## src/nio_pkg.sv

```systemverilog
package nio_pkg;
    // register map, 8-bit address, 4-bit data
    localparam int ADDR_W = 8;
    localparam int DATA_W = 4;
    localparam logic [7:0] ADDR_DIRECTION = 8'h02;
    localparam logic [7:0] ADDR_DATA = 8'h03;
    localparam logic [7:0] ADDR_WAKE_EN = 8'h20;
    localparam logic [7:0] ADDR_MEDIUM_PD = 8'h21;
    localparam logic [7:0] ADDR_WEAK_PD = 8'h22;
    localparam logic [7:0] ADDR_OPTIONS = 8'h23;
    localparam logic [7:0] ADDR_CONTROL = 8'h24;
    localparam logic [7:0] ADDR_STATE = 8'h25;
    localparam logic [7:0] ADDR_IRQ_STATUS = 8'h26;
    localparam logic [7:0] ADDR_IRQ_MASK = 8'h27;

    // reset values
    localparam logic [3:0] DIRECTION_RST = 4'h0;
    localparam logic [3:0] DATA_RST = 4'h0;
    localparam logic [3:0] OPT_RST = 4'h0;
    localparam logic [3:0] ZERO4 = 4'h0;

    // options register fields
    localparam int OPT_DUAL_EDGE = 0;
    localparam int OPT_CARRIER = 1;
    localparam int OPT_HIGH_OHM = 2;
    localparam int OPT_AMPLIFIED = 3;

    // control register fields
    localparam int CTL_HALT = 0;
    localparam int CTL_RC_WAKE = 1;

    // state register fields
    localparam int ST_HALT = 0;
    localparam int ST_RC_ACTIVE = 1;

    // interrupt status fields
    localparam int IRQ_WAKE = 0;
    localparam int IRQ_CHANGE = 1;

    // pin roles
    localparam int CARRIER_PIN = 3;
    localparam int ANALOG_PIN = 0;

    // wake-up vector
    localparam int PC_W = 12;
    localparam logic [11:0] WAKE_VECTOR = 12'h004;

    // clock figures in kHz, tick accumulator width in bits
    localparam int SYS_CLK_KHZ = 10000;
    localparam int RC_OSC_KHZ = 32000;
    localparam int CPU_CLK_KHZ = 8192;
    localparam int CARRIER_KHZ = 38;
    localparam int ACC_W = 16;
endpackage

```

## src/nio_frac_tick.sv

```systemverilog
`timescale 1ns/1ps
// fractional rate tick: average rate = clk * step / modulus
module nio_frac_tick #(
    parameter int STEP = 1,
    parameter int MODULUS = 2
) (
    input wire logic clk,
    input wire logic rst_n,
    output logic tick
);
    localparam logic [nio_pkg::ACC_W-1:0] STEP_V = nio_pkg::ACC_W'(STEP);
    localparam logic [nio_pkg::ACC_W-1:0] MOD_V = nio_pkg::ACC_W'(MODULUS);

    logic [nio_pkg::ACC_W-1:0] acc;
    logic [nio_pkg::ACC_W-1:0] sum;
    logic wrap;
    logic [nio_pkg::ACC_W-1:0] next_acc;

    assign sum = acc + STEP_V;
    assign wrap = (sum >= MOD_V);
    assign next_acc = wrap ? (sum - MOD_V) : sum;

    always_ff @(posedge clk or negedge rst_n) begin
        if (!rst_n) begin
            acc <= '0;
            tick <= 1'b0;
        end else begin
            acc <= next_acc;
            tick <= wrap;
        end
    end
endmodule

```

## src/nio_port.sv

```systemverilog
`timescale 1ns/1ps
// Behaviour
// - reset from power-on, low-voltage, watchdog
// - reset in halt returns to normal run
// - cpu clock 8.192MHz divided from 10MHz system clock
// - direction register 02H, reset 0000, 1=output
// - data register 03H, inputs read pin
// - outputs drive latch, read returns latch
// - output pins have pull-downs off
// - input pull-downs weak, medium or none
// - halt wake on rising edge, vector 0x004
// - dual-edge option wakes on both edges
// - per-pin wake enables gate wake events
// - high-ohm option turns medium into 220K
// - carrier option gates 38KHz onto pin 3
// - halt forces pin 3 low
// - carrier off makes pin 3 plain I/O
// - amplified wake disables pin-0 pull-downs
// - RC wake buffer enabled by control bit 1 once power-on reset is released
module nio_port (
    input wire logic clk,
    input wire logic reset_n,
    input wire logic low_voltage_reset,
    input wire logic watchdog_timer,
    input wire logic [7:0] addr,
    input wire logic [3:0] wdata,
    input wire logic wr,
    input wire logic rd,
    output logic [3:0] rdata,
    input wire logic [3:0] port_pins_in,
    output logic [3:0] port_pins_out,
    output logic [3:0] port_pins_oe,
    output logic [3:0] weak_pulldown_en,
    output logic [3:0] medium_pulldown_en,
    output logic [3:0] high_ohm_pulldown_en,
    output logic system_reset_n,
    output logic halt_mode,
    output logic osc_restart_req,
    output logic cpu_clk_tick,
    output logic wake_vector_load,
    output logic [11:0] wake_vector,
    output logic rc_wake_buffer_en,
    output logic irq
);
    function automatic logic hit(input logic [7:0] a, input logic [7:0] target);
        hit = (a == target);
    endfunction

    // power-on reset release
    logic por_meta;
    logic por_n;
    // system reset
    logic sys_rst_n;
    logic next_sys_rst_n;

    always_ff @(posedge clk or negedge reset_n) begin
        if (!reset_n) begin
            por_meta <= 1'b0;
            por_n <= 1'b0;
            sys_rst_n <= 1'b0;
        end else begin
            por_meta <= 1'b1;
            por_n <= por_meta;
            sys_rst_n <= next_sys_rst_n;
        end
    end

    assign next_sys_rst_n = por_n & ~low_voltage_reset & ~watchdog_timer;
    assign system_reset_n = sys_rst_n;

    // clock division
    logic carrier_tick;
    logic carrier;

    nio_frac_tick #(
        .STEP(nio_pkg::CPU_CLK_KHZ),
        .MODULUS(nio_pkg::SYS_CLK_KHZ)
    ) u_cpu_tick (
        .clk(clk),
        .rst_n(sys_rst_n),
        .tick(cpu_clk_tick)
    );

    nio_frac_tick #(
        .STEP(2 * nio_pkg::CARRIER_KHZ),
        .MODULUS(nio_pkg::SYS_CLK_KHZ)
    ) u_carrier_tick (
        .clk(clk),
        .rst_n(sys_rst_n),
        .tick(carrier_tick)
    );

    always_ff @(posedge clk or negedge sys_rst_n) begin
        if (!sys_rst_n) begin
            carrier <= 1'b0;
        end else if (carrier_tick) begin
            carrier <= ~carrier;
        end
    end

    // pin input synchroniser
    logic [3:0] pin_s1;
    logic [3:0] pin_s2;
    logic [3:0] pin_s3;
    logic [3:0] pin_level;
    logic [3:0] next_pin_level;

    genvar gi;
    generate
        for (gi = 0; gi < 4; gi++) begin : g_filter
            assign next_pin_level[gi] = (pin_s2[gi] == pin_s3[gi]) ? pin_s3[gi] : pin_level[gi];
        end
    endgenerate

    always_ff @(posedge clk or negedge sys_rst_n) begin
        if (!sys_rst_n) begin
            pin_s1 <= nio_pkg::ZERO4;
            pin_s2 <= nio_pkg::ZERO4;
            pin_s3 <= nio_pkg::ZERO4;
            pin_level <= nio_pkg::ZERO4;
        end else begin
            pin_s1 <= port_pins_in;
            pin_s2 <= pin_s1;
            pin_s3 <= pin_s2;
            pin_level <= next_pin_level;
        end
    end

    // register strobes
    logic wr_direction;
    logic wr_data;
    logic wr_wake_en;
    logic wr_medium;
    logic wr_weak;
    logic wr_options;
    logic wr_control;
    logic wr_irq_status;
    logic wr_irq_mask;

    assign wr_direction = wr & hit(addr, nio_pkg::ADDR_DIRECTION);
    assign wr_data = wr & hit(addr, nio_pkg::ADDR_DATA);
    assign wr_wake_en = wr & hit(addr, nio_pkg::ADDR_WAKE_EN);
    assign wr_medium = wr & hit(addr, nio_pkg::ADDR_MEDIUM_PD);
    assign wr_weak = wr & hit(addr, nio_pkg::ADDR_WEAK_PD);
    assign wr_options = wr & hit(addr, nio_pkg::ADDR_OPTIONS);
    assign wr_control = wr & hit(addr, nio_pkg::ADDR_CONTROL);
    assign wr_irq_status = wr & hit(addr, nio_pkg::ADDR_IRQ_STATUS);
    assign wr_irq_mask = wr & hit(addr, nio_pkg::ADDR_IRQ_MASK);

    // registers
    logic [3:0] port_direction;
    logic [3:0] port_data;
    logic [3:0] pin_wake_enable_opt;
    logic [3:0] medium_pulldown_opt;
    logic [3:0] weak_pulldown_opt;
    logic [3:0] options;
    logic rc_wake_opt;
    logic [3:0] irq_status;
    logic [3:0] irq_mask;

    always_ff @(posedge clk or negedge sys_rst_n) begin
        if (!sys_rst_n) begin
            port_direction <= nio_pkg::DIRECTION_RST;
            port_data <= nio_pkg::DATA_RST;
            pin_wake_enable_opt <= nio_pkg::OPT_RST;
            medium_pulldown_opt <= nio_pkg::OPT_RST;
            weak_pulldown_opt <= nio_pkg::OPT_RST;
            options <= nio_pkg::OPT_RST;
            irq_mask <= nio_pkg::OPT_RST;
        end else begin
            if (wr_direction) begin
                port_direction <= wdata;
            end
            if (wr_data) begin
                port_data <= wdata;
            end
            if (wr_wake_en) begin
                pin_wake_enable_opt <= wdata;
            end
            if (wr_medium) begin
                medium_pulldown_opt <= wdata;
            end
            if (wr_weak) begin
                weak_pulldown_opt <= wdata;
            end
            if (wr_options) begin
                options <= wdata;
            end
            if (wr_irq_mask) begin
                irq_mask <= wdata;
            end
        end
    end

    // rc wake option lives across system resets, cleared only at power-on
    always_ff @(posedge clk or negedge reset_n) begin
        if (!reset_n) begin
            rc_wake_opt <= 1'b0;
            rc_wake_buffer_en <= 1'b0;
        end else begin
            if (wr_control) begin
                rc_wake_opt <= wdata[nio_pkg::CTL_RC_WAKE];
            end
            rc_wake_buffer_en <= por_n & rc_wake_opt;
        end
    end

    logic dual_edge_wake_opt;
    logic carrier_output_opt;
    logic high_ohm_pulldown_opt;
    logic amplified_wake_opt;

    assign dual_edge_wake_opt = options[nio_pkg::OPT_DUAL_EDGE];
    assign carrier_output_opt = options[nio_pkg::OPT_CARRIER];
    assign high_ohm_pulldown_opt = options[nio_pkg::OPT_HIGH_OHM];
    assign amplified_wake_opt = options[nio_pkg::OPT_AMPLIFIED];

    // halt and wake
    logic halt;
    logic next_halt;
    logic [3:0] halt_snapshot;
    logic [3:0] raw_rise;
    logic [3:0] raw_fall;
    logic [3:0] sync_rise;
    logic [3:0] sync_fall;
    logic wake_async;
    logic wake_sync;
    logic enter_halt;

    assign enter_halt = wr_control & wdata[nio_pkg::CTL_HALT] & ~halt;
    assign raw_rise = port_pins_in & ~halt_snapshot;
    assign raw_fall = ~port_pins_in & halt_snapshot;
    assign sync_rise = pin_level & ~halt_snapshot;
    assign sync_fall = ~pin_level & halt_snapshot;
    // clockless path to restart the stopped oscillator
    assign wake_async = halt & |(pin_wake_enable_opt & (raw_rise | (raw_fall & {4{dual_edge_wake_opt}})));
    assign wake_sync = halt & |(pin_wake_enable_opt & (sync_rise | (sync_fall & {4{dual_edge_wake_opt}})));
    assign next_halt = enter_halt | (halt & ~wake_sync);
    assign osc_restart_req = wake_async;
    assign halt_mode = halt;

    always_ff @(posedge clk or negedge sys_rst_n) begin
        if (!sys_rst_n) begin
            halt <= 1'b0;
            halt_snapshot <= nio_pkg::ZERO4;
            wake_vector_load <= 1'b0;
            wake_vector <= '0;
        end else begin
            halt <= next_halt;
            if (enter_halt) begin
                halt_snapshot <= pin_level;
            end
            wake_vector_load <= wake_sync;
            wake_vector <= nio_pkg::WAKE_VECTOR;
        end
    end

    // interrupt status, set wins over write-one clear
    logic [3:0] irq_set;
    logic [3:0] irq_clr;
    logic [3:0] next_irq_status;
    logic [3:0] input_change;

    assign input_change = (next_pin_level ^ pin_level) & ~port_direction;
    assign irq_set = {2'h0, |input_change, wake_sync};
    assign irq_clr = wr_irq_status ? wdata : nio_pkg::ZERO4;
    assign next_irq_status = irq_set | (irq_status & ~irq_clr);
    assign irq = |(irq_status & irq_mask);

    always_ff @(posedge clk or negedge sys_rst_n) begin
        if (!sys_rst_n) begin
            irq_status <= nio_pkg::ZERO4;
        end else begin
            irq_status <= next_irq_status;
        end
    end

    // pin drive and pull-downs
    logic [3:0] next_pins_out;
    logic [3:0] next_weak;
    logic [3:0] next_medium;
    logic [3:0] next_high_ohm;
    logic [3:0] analog_mask;
    logic pin3_value;

    assign pin3_value = halt ? 1'b0 :
        carrier_output_opt ? (port_data[nio_pkg::CARRIER_PIN] & carrier) :
        port_data[nio_pkg::CARRIER_PIN];
    assign next_pins_out = {pin3_value, port_data[2:0]};
    assign analog_mask = {3'h0, amplified_wake_opt} << nio_pkg::ANALOG_PIN;
    // output pins never pull down; amplified wake frees pin 0
    assign next_weak = weak_pulldown_opt & ~port_direction & ~analog_mask;
    assign next_medium = medium_pulldown_opt & ~port_direction & ~analog_mask & ~{4{high_ohm_pulldown_opt}};
    assign next_high_ohm = medium_pulldown_opt & ~port_direction & ~analog_mask & {4{high_ohm_pulldown_opt}};

    always_ff @(posedge clk or negedge sys_rst_n) begin
        if (!sys_rst_n) begin
            port_pins_out <= nio_pkg::ZERO4;
            port_pins_oe <= nio_pkg::ZERO4;
            weak_pulldown_en <= nio_pkg::ZERO4;
            medium_pulldown_en <= nio_pkg::ZERO4;
            high_ohm_pulldown_en <= nio_pkg::ZERO4;
        end else begin
            port_pins_out <= next_pins_out;
            port_pins_oe <= port_direction;
            weak_pulldown_en <= next_weak;
            medium_pulldown_en <= next_medium;
            high_ohm_pulldown_en <= next_high_ohm;
        end
    end

    // read path, one cycle after the strobe
    logic [3:0] data_view;
    logic [3:0] state_view;
    logic [3:0] control_view;
    logic [3:0] next_rdata;

    assign data_view = (port_direction & port_data) | (~port_direction & pin_level);
    assign state_view = {2'h0, rc_wake_buffer_en, halt};
    assign control_view = {2'h0, rc_wake_opt, halt};

    always_comb begin
        next_rdata = nio_pkg::ZERO4;
        if (rd) begin
            case (addr)
                nio_pkg::ADDR_DIRECTION: next_rdata = port_direction;
                nio_pkg::ADDR_DATA: next_rdata = data_view;
                nio_pkg::ADDR_WAKE_EN: next_rdata = pin_wake_enable_opt;
                nio_pkg::ADDR_MEDIUM_PD: next_rdata = medium_pulldown_opt;
                nio_pkg::ADDR_WEAK_PD: next_rdata = weak_pulldown_opt;
                nio_pkg::ADDR_OPTIONS: next_rdata = options;
                nio_pkg::ADDR_CONTROL: next_rdata = control_view;
                nio_pkg::ADDR_STATE: next_rdata = state_view;
                nio_pkg::ADDR_IRQ_STATUS: next_rdata = irq_status;
                nio_pkg::ADDR_IRQ_MASK: next_rdata = irq_mask;
                default: next_rdata = nio_pkg::ZERO4;
            endcase
        end
    end

    always_ff @(posedge clk or negedge sys_rst_n) begin
        if (!sys_rst_n) begin
            rdata <= nio_pkg::ZERO4;
        end else begin
            rdata <= next_rdata;
        end
    end
endmodule

```

## config.mk

```make
export PLATFORM = sky130hd
export DESIGN_NAME = nio_port
export DESIGN_NICKNAME = d
export VERILOG_FILES = /design/src/nio_pkg.sv /design/src/nio_frac_tick.sv /design/src/nio_port.sv
export SDC_FILE = /design/constraint.sdc
export NUM_CORES = 1
export LEC_CHECK = 0
export BUFFER_PORTS_ARGS = -buffer_cell sky130_fd_sc_hd__clkbuf_2
export CORE_ASPECT_RATIO = 0.9
export CORE_MARGIN = 1.5
export CORE_UTILIZATION = 45
export DETAILED_ROUTE_END_ITERATION = 7
export HOLD_SLACK_MARGIN = 0.02
export PLACE_DENSITY = 0.62
export SLEW_MARGIN = 20
export SYNTH_ARGS = -nofsm -noshare
export SYNTH_HDL_FRONTEND = slang
export SYNTH_HIERARCHICAL = 1
export SYNTH_SLANG_ARGS = --single-unit
```

## constraint.sdc

```tcl
create_clock -name clk -period 6.24 [get_ports clk]
set_clock_uncertainty 0.2 [all_clocks]
set_input_delay 0.312 -clock clk [delete_from_list [all_inputs] [get_ports clk]]
set_output_delay 0.312 -clock clk [all_outputs]
set_load 0.005 [all_outputs]
```

Yosys cells after proc, flatten, opt, wreduce, memory -nomap -nowiden
Index checks and enable logic that the tools add are counted.
- register bits: 119
- bits of input ports: 22
- output and inout port bits: 43
- logic and storage cells: 122
- add/subtract/negate cells: 4
- magnitude comparators: 2
- equal/unequal tests: 14
- mux-type cells: 11
- bitwise logic cells: 55
- reduce and logical (&&, ||, !) cells: 4
- operators with widths (kind ; count):
    $and 4x4->4 ; 19
    $eq 8x6->1 const B ; 8
    $pmux 4 s10 ; 1
    $ge 16x14->1 const B ; 2
    $mux 16 ; 2
    $sub 16x14->16 const B ; 2
    $not 4->4 ; 6
    $and 1x1->1 ; 18
    $add 16x14->16 const B ; 1
    $add 16x7->16 const B ; 1
    $eq 8x2->1 const B ; 2
    $reduce_or 4->1 ; 4
    $or 4x4->4 ; 3
    $mux 4 ; 2
    $mux 1 ; 6
    $not 1->1 ; 5
    $eq 1x1->1 ; 4
    $not 1->4 ; 1
    $or 2x4->4 ; 1
    $xor 4x4->4 ; 1
    $or 1x1->1 ; 1

Longest topological paths before layout
- depth in word-level cells: 10
- gate-level depth with buffers: 11
- depth with buffers taken out: 10

Cells and area by module
The synthesis kept the hierarchy.
- by module, submodules not included (module ; instances ; cells each ; area each (µm²) ; seq. area each (µm²)):
    nio_port ; 1 ; 297 ; 3706.1 ; 2127.0
    nio_frac_tick (u_carrier_tick) ; 1 ; 133 ; 1252.5 ; 375.4
    nio_frac_tick (u_cpu_tick) ; 1 ; 63 ; 690.7 ; 325.3

Worst setup path before layout
OpenSTA, ideal clock, no wires.
- path kind: reg-to-output
- from: reg sys_rst_n, in the netlist system_reset_n
- to: out system_reset_n
- arrival time: 2.653 ns
- data required time: 5.728 ns
- setup slack: 3.075 ns
- stages on the path, launching flop included: 1
- buffers on the path: 0
- cell sequence: dfrtp_1
- RTL lines (element ; line ; text):
    start, declared ; nio_port.sv:53 ; logic sys_rst_n;
    start signal, assigned ; nio_port.sv:64 ; sys_rst_n <= next_sys_rst_n;
    end, declared ; nio_port.sv:36 ; output logic system_reset_n,
No word-level cell between the ends.

Worst setup path after layout
- from: reg u_carrier_tick/acc[2] in the netlist's numbering
- to: reg u_carrier_tick/acc[9] in the netlist's numbering
- longest elaborated chain between the ends: 3
- elaborated cells between the ends (all ways): 4
- those cells by class: 2 x add/sub; 1 x order compare; 1 x mux
- RTL lines (element ; line ; text):
    start, declared ; nio_frac_tick.sv:14 ; logic [nio_pkg::ACC_W-1:0] acc;
    start signal, assigned ; nio_frac_tick.sv:28 ; acc <= next_acc;
    $add 16x7->16 * ; nio_frac_tick.sv:19 ; assign sum = acc + STEP_V;
    $sub 16x14->16 / $ge 16x14->1 (equally long branches) ; nio_frac_tick.sv:21, nio_frac_tick.sv:20 ;
    $mux 16 * ; nio_frac_tick.sv:21 ; assign next_acc = wrap ? (sum - MOD_V) : sum;
    via u_carrier_tick.next_acc, one bit ; nio_frac_tick.sv:17 ; logic [nio_pkg::ACC_W-1:0] next_acc;
Mark *: on every way through the listed nets, which the timed path passes. The rest lies on a longest branch.
A chain may end at the register's enable or synchronous reset.

==> flow_summary.ini <==
[timing]
slew_viol_final = 0
min_period_ns = 3.31
tns_ns = 0
layout_worst_path_cycle_share_pct = 53.1
finalHoldViolCount = 0
fmax_mhz = 302
relSlewSlack_pct = 51.9
worst_slew_pin_slew_ns = 0.722
rsz0062_at_grt = false
setup_viol = 0

[layout]
fin_nets = 583
antenna_cells = 0
fillers = 1066
fin_area_um2 = 6610
top_regs = u_carrier_tick/acc (14), u_cpu_tick/acc (12)
drive_above_1_share_pct = 26.0
final-seq-area_um2 = 2830
multi_input_area_um2 = 2610
area_delta_synth_final_pct = 17.0
largest_register = u_carrier_tick/acc
final-instance-count-excl-fill = 726
largest_reg_flops = 14

[clock_tree]
insertion_delay_ns = 0.42
ctsLongestPathBuffers = 2
cts_root_buf = clkbuf_16
cts_setup_buffers = 0
cts.htree.levels = 4
cts_sinks = 113
cts_buffers = 17
cts_resized = 0
clk_pin_slew_worst_paths_ns = 0.06
ctsHoldBuffers = 7
tritoncts = done

[yosys]
syn_area_um2 = 5650
synth.area.top_cells = dfrtp_1 (50%), mux2_2 (6.8%), xnor2_1 (3.6%), xor2_1 (2.2%), and3b_1 (2.0%)
yosys_most_used_dff = dfrtp_1
yosys_warnings = 6
seq_area_frac_synth_pct = 50.1
synth_seq_cells = 113
avgSynthCellArea_um2 = 11.5
synth_enable_flop_cells = 0
synth_top_cell_by_area = dfrtp_1
yosys.cell_types.count = 74
yosysTopAreaCellShare_pct = 50.1
async_flop_share_pct = 100
syn_inst = 493

[global_routing]
grt_pass1_wl_um = 19700
grt_overflow = 0
grt_antenna_before_repair = 0
first_global_vias = 3902
grt_usage_pct = 19.7
grt_max_degree = 57

[critical_path]
crit_chain = inv_1, ha_1, xor2_1, ha_1, nand2b_1, o41a_1, o21a_1, a221o_1, a21boi_1, xnor2_1
cp_top_family = compound AO/OA/AOI/OAI gates
crit_type = flip-flop to flip-flop
slowest_stage = a221o_1
critPathBufInv = 1
end_kind = flip-flop
cp-start-kind = flip-flop
critPathMaxStageDelay_ns = 0.55
crit_top_cell = ha_1
cp.arrival_ns = 3.41
cp.required_ns = 6.34
critical_path.max_fanout = 11

[placement]
io_buffers = 53
gp_congestion = 0.882
dpl.cell_count = 687
dp_hpwl_um = 8320
placed_area_um2 = 5970

[floorplanning]
die_w_um = 121
row_count = 38
die_area_um2 = 13200
die_y_um = 109
ios = 65
initial_core_util_pct = 46.4
core-area_um2 = 12200

[drt]
first_iter_violations = 221
drt_wl_total_um = 12000
dr.max_layer_used = met4
avgRoutedWirePerCell_um = 16.5
viasPerCell = 5.32
num_vias = 3865
met2_length_um = 5590
drt-met1-wl_um = 5550
routed-wl-met3_um = 616
first_pass_iters = 5
drcViolationCount = 0
ant_nets = 0

[pwr]
peakVddDrop_mv = 0.177
cellLeakagePower_nw = 3.10
power.density_nw_per_um2 = 272

[hold_path]
hold_path.class = primary input to asynchronous set/reset pin

[run_status]
status = complete, no violations

[flow_run]
max_cap_violations = 0
synth_stat cells, types with 11 or more instances:
cell	n
a21oi_1	15
and3b_1	13
buf_4	12
dfrtp_1	113
inv_1	16
mux2_2	34
mux2i_1	11
nand2_1	30
nor2_1	15
nor2b_1	15
nor3b_1	12
o21ai_0	16
xnor2_1	23
xor2_1	14
kinds of logic after synthesis:
| kind of cell | after synthesis | share of synthesized area, % |
|---|---|---|
| and+or+nand+nor | 153 | 17.5 |
| DFF | 113 | 50.1 |
| AOI/OAI and AO/OA | 84 | 10.7 |
| buffers and inverters | 47 | 4.50 |
| muxes | 45 | 8.73 |
| xor gates and xnor gates | 38 | 6.02 |
| adders and majority gates | 11 | 2.30 |
| other | 2 | 0.133 |
worst reg2reg max path, stage by stage (launching register included):
cell and delay [ns]:
dfrtp_1 0.45, inv_1 0.11, ha_1 0.29, xor2_1 0.32
ha_1 0.26, nand2b_1 0.06, o41a_1 0.38, o21a_1 0.21
a221o_1 0.55, a21boi_1 0.24, xnor2_1 0.12
metrics by stage:
step                      utilization (%)  worst slack, ns  hold WS, ns  power, mW
after floorplan                         -             2.71       -0.184      0.857
after global placement               49.1             3.10      -0.0689      0.895
after detailed placement             49.1             2.93      -0.0675      0.897
after CTS                            54.3             2.93       0.0348       1.82
after global routing                 54.3             2.75       0.0400       1.87
final                                54.3             2.93       0.0482       1.80
metal layers:
layer  GRT usage (%)  vias to the layer above
li1                -                     1859
met1            25.3                     1896
met2            31.4                       93
met3            5.96                       17
met4            8.40                        0
met5               0                        -
placed cells by master, fill, tap and decap left out, types with 6 or more instances in the layout:
cell type	count
nor3b_1	12
xnor2_1	23
nor2b_1	15
and2_1	6
dlygate4sd3_1	7
xor2_1	14
and3b_1	13
mux2i_1	11
inv_1	16
conb_1	13
nand3_1	8
nor3_1	8
nor2_1	15
clkbuf_2	53
o21ai_0	16
clkbuf_16	17
nand2_1	30
ha_1	8
a21oi_1	15
mux2_2	34
dfrtp_1	112
report_power, final:
group / switching [mW] / internal, mW / total, mW
logic: 0.0486 / 0.0426 / 0.0913
registers: 0.0340 / 0.762 / 0.796
clock network: 0.344 / 0.566 / 0.910
total: 0.427 / 1.37 / 1.80
cell type report:
class                      instances  share of cell area, %
clock buffer                      19                   6.85
clock inverter                    13                   1.69
inverter                          16                  0.909
multi-input combinational        344                   39.5
sequential                       113                   42.9
tap                              160                   3.03
timing repair buffer              61                   5.19
path summary, 6_finish.rpt:
kind | slack [ns] | cells past startpoint | start | endpoint
min | 0.05 | 2 | reset_n | rc_wake_buffer_en$_DFF_PN0_
max | 2.93 | 10 | u_carrier_tick/acc[2]$_DFF_PN0_ | u_carrier_tick/acc[9]$_DFF_PN0_
min reg2reg | 0.15 | 0 | por_meta$_DFF_PN0_ | por_n$_DFF_PN0_
min in group clk | 0.05 | 2 | wdata[3] | irq_status[3]$_DFF_PN0_
max reg2reg | 2.93 | 10 | u_carrier_tick/acc[2]$_DFF_PN0_ | u_carrier_tick/acc[9]$_DFF_PN0_
max in group asynchronous | 4.48 | 1 | system_reset_n$_DFF_PN0_ | irq_mask[1]$_DFFE_PN0P_
Note: power is estimated with default switching activity, not from simulation.
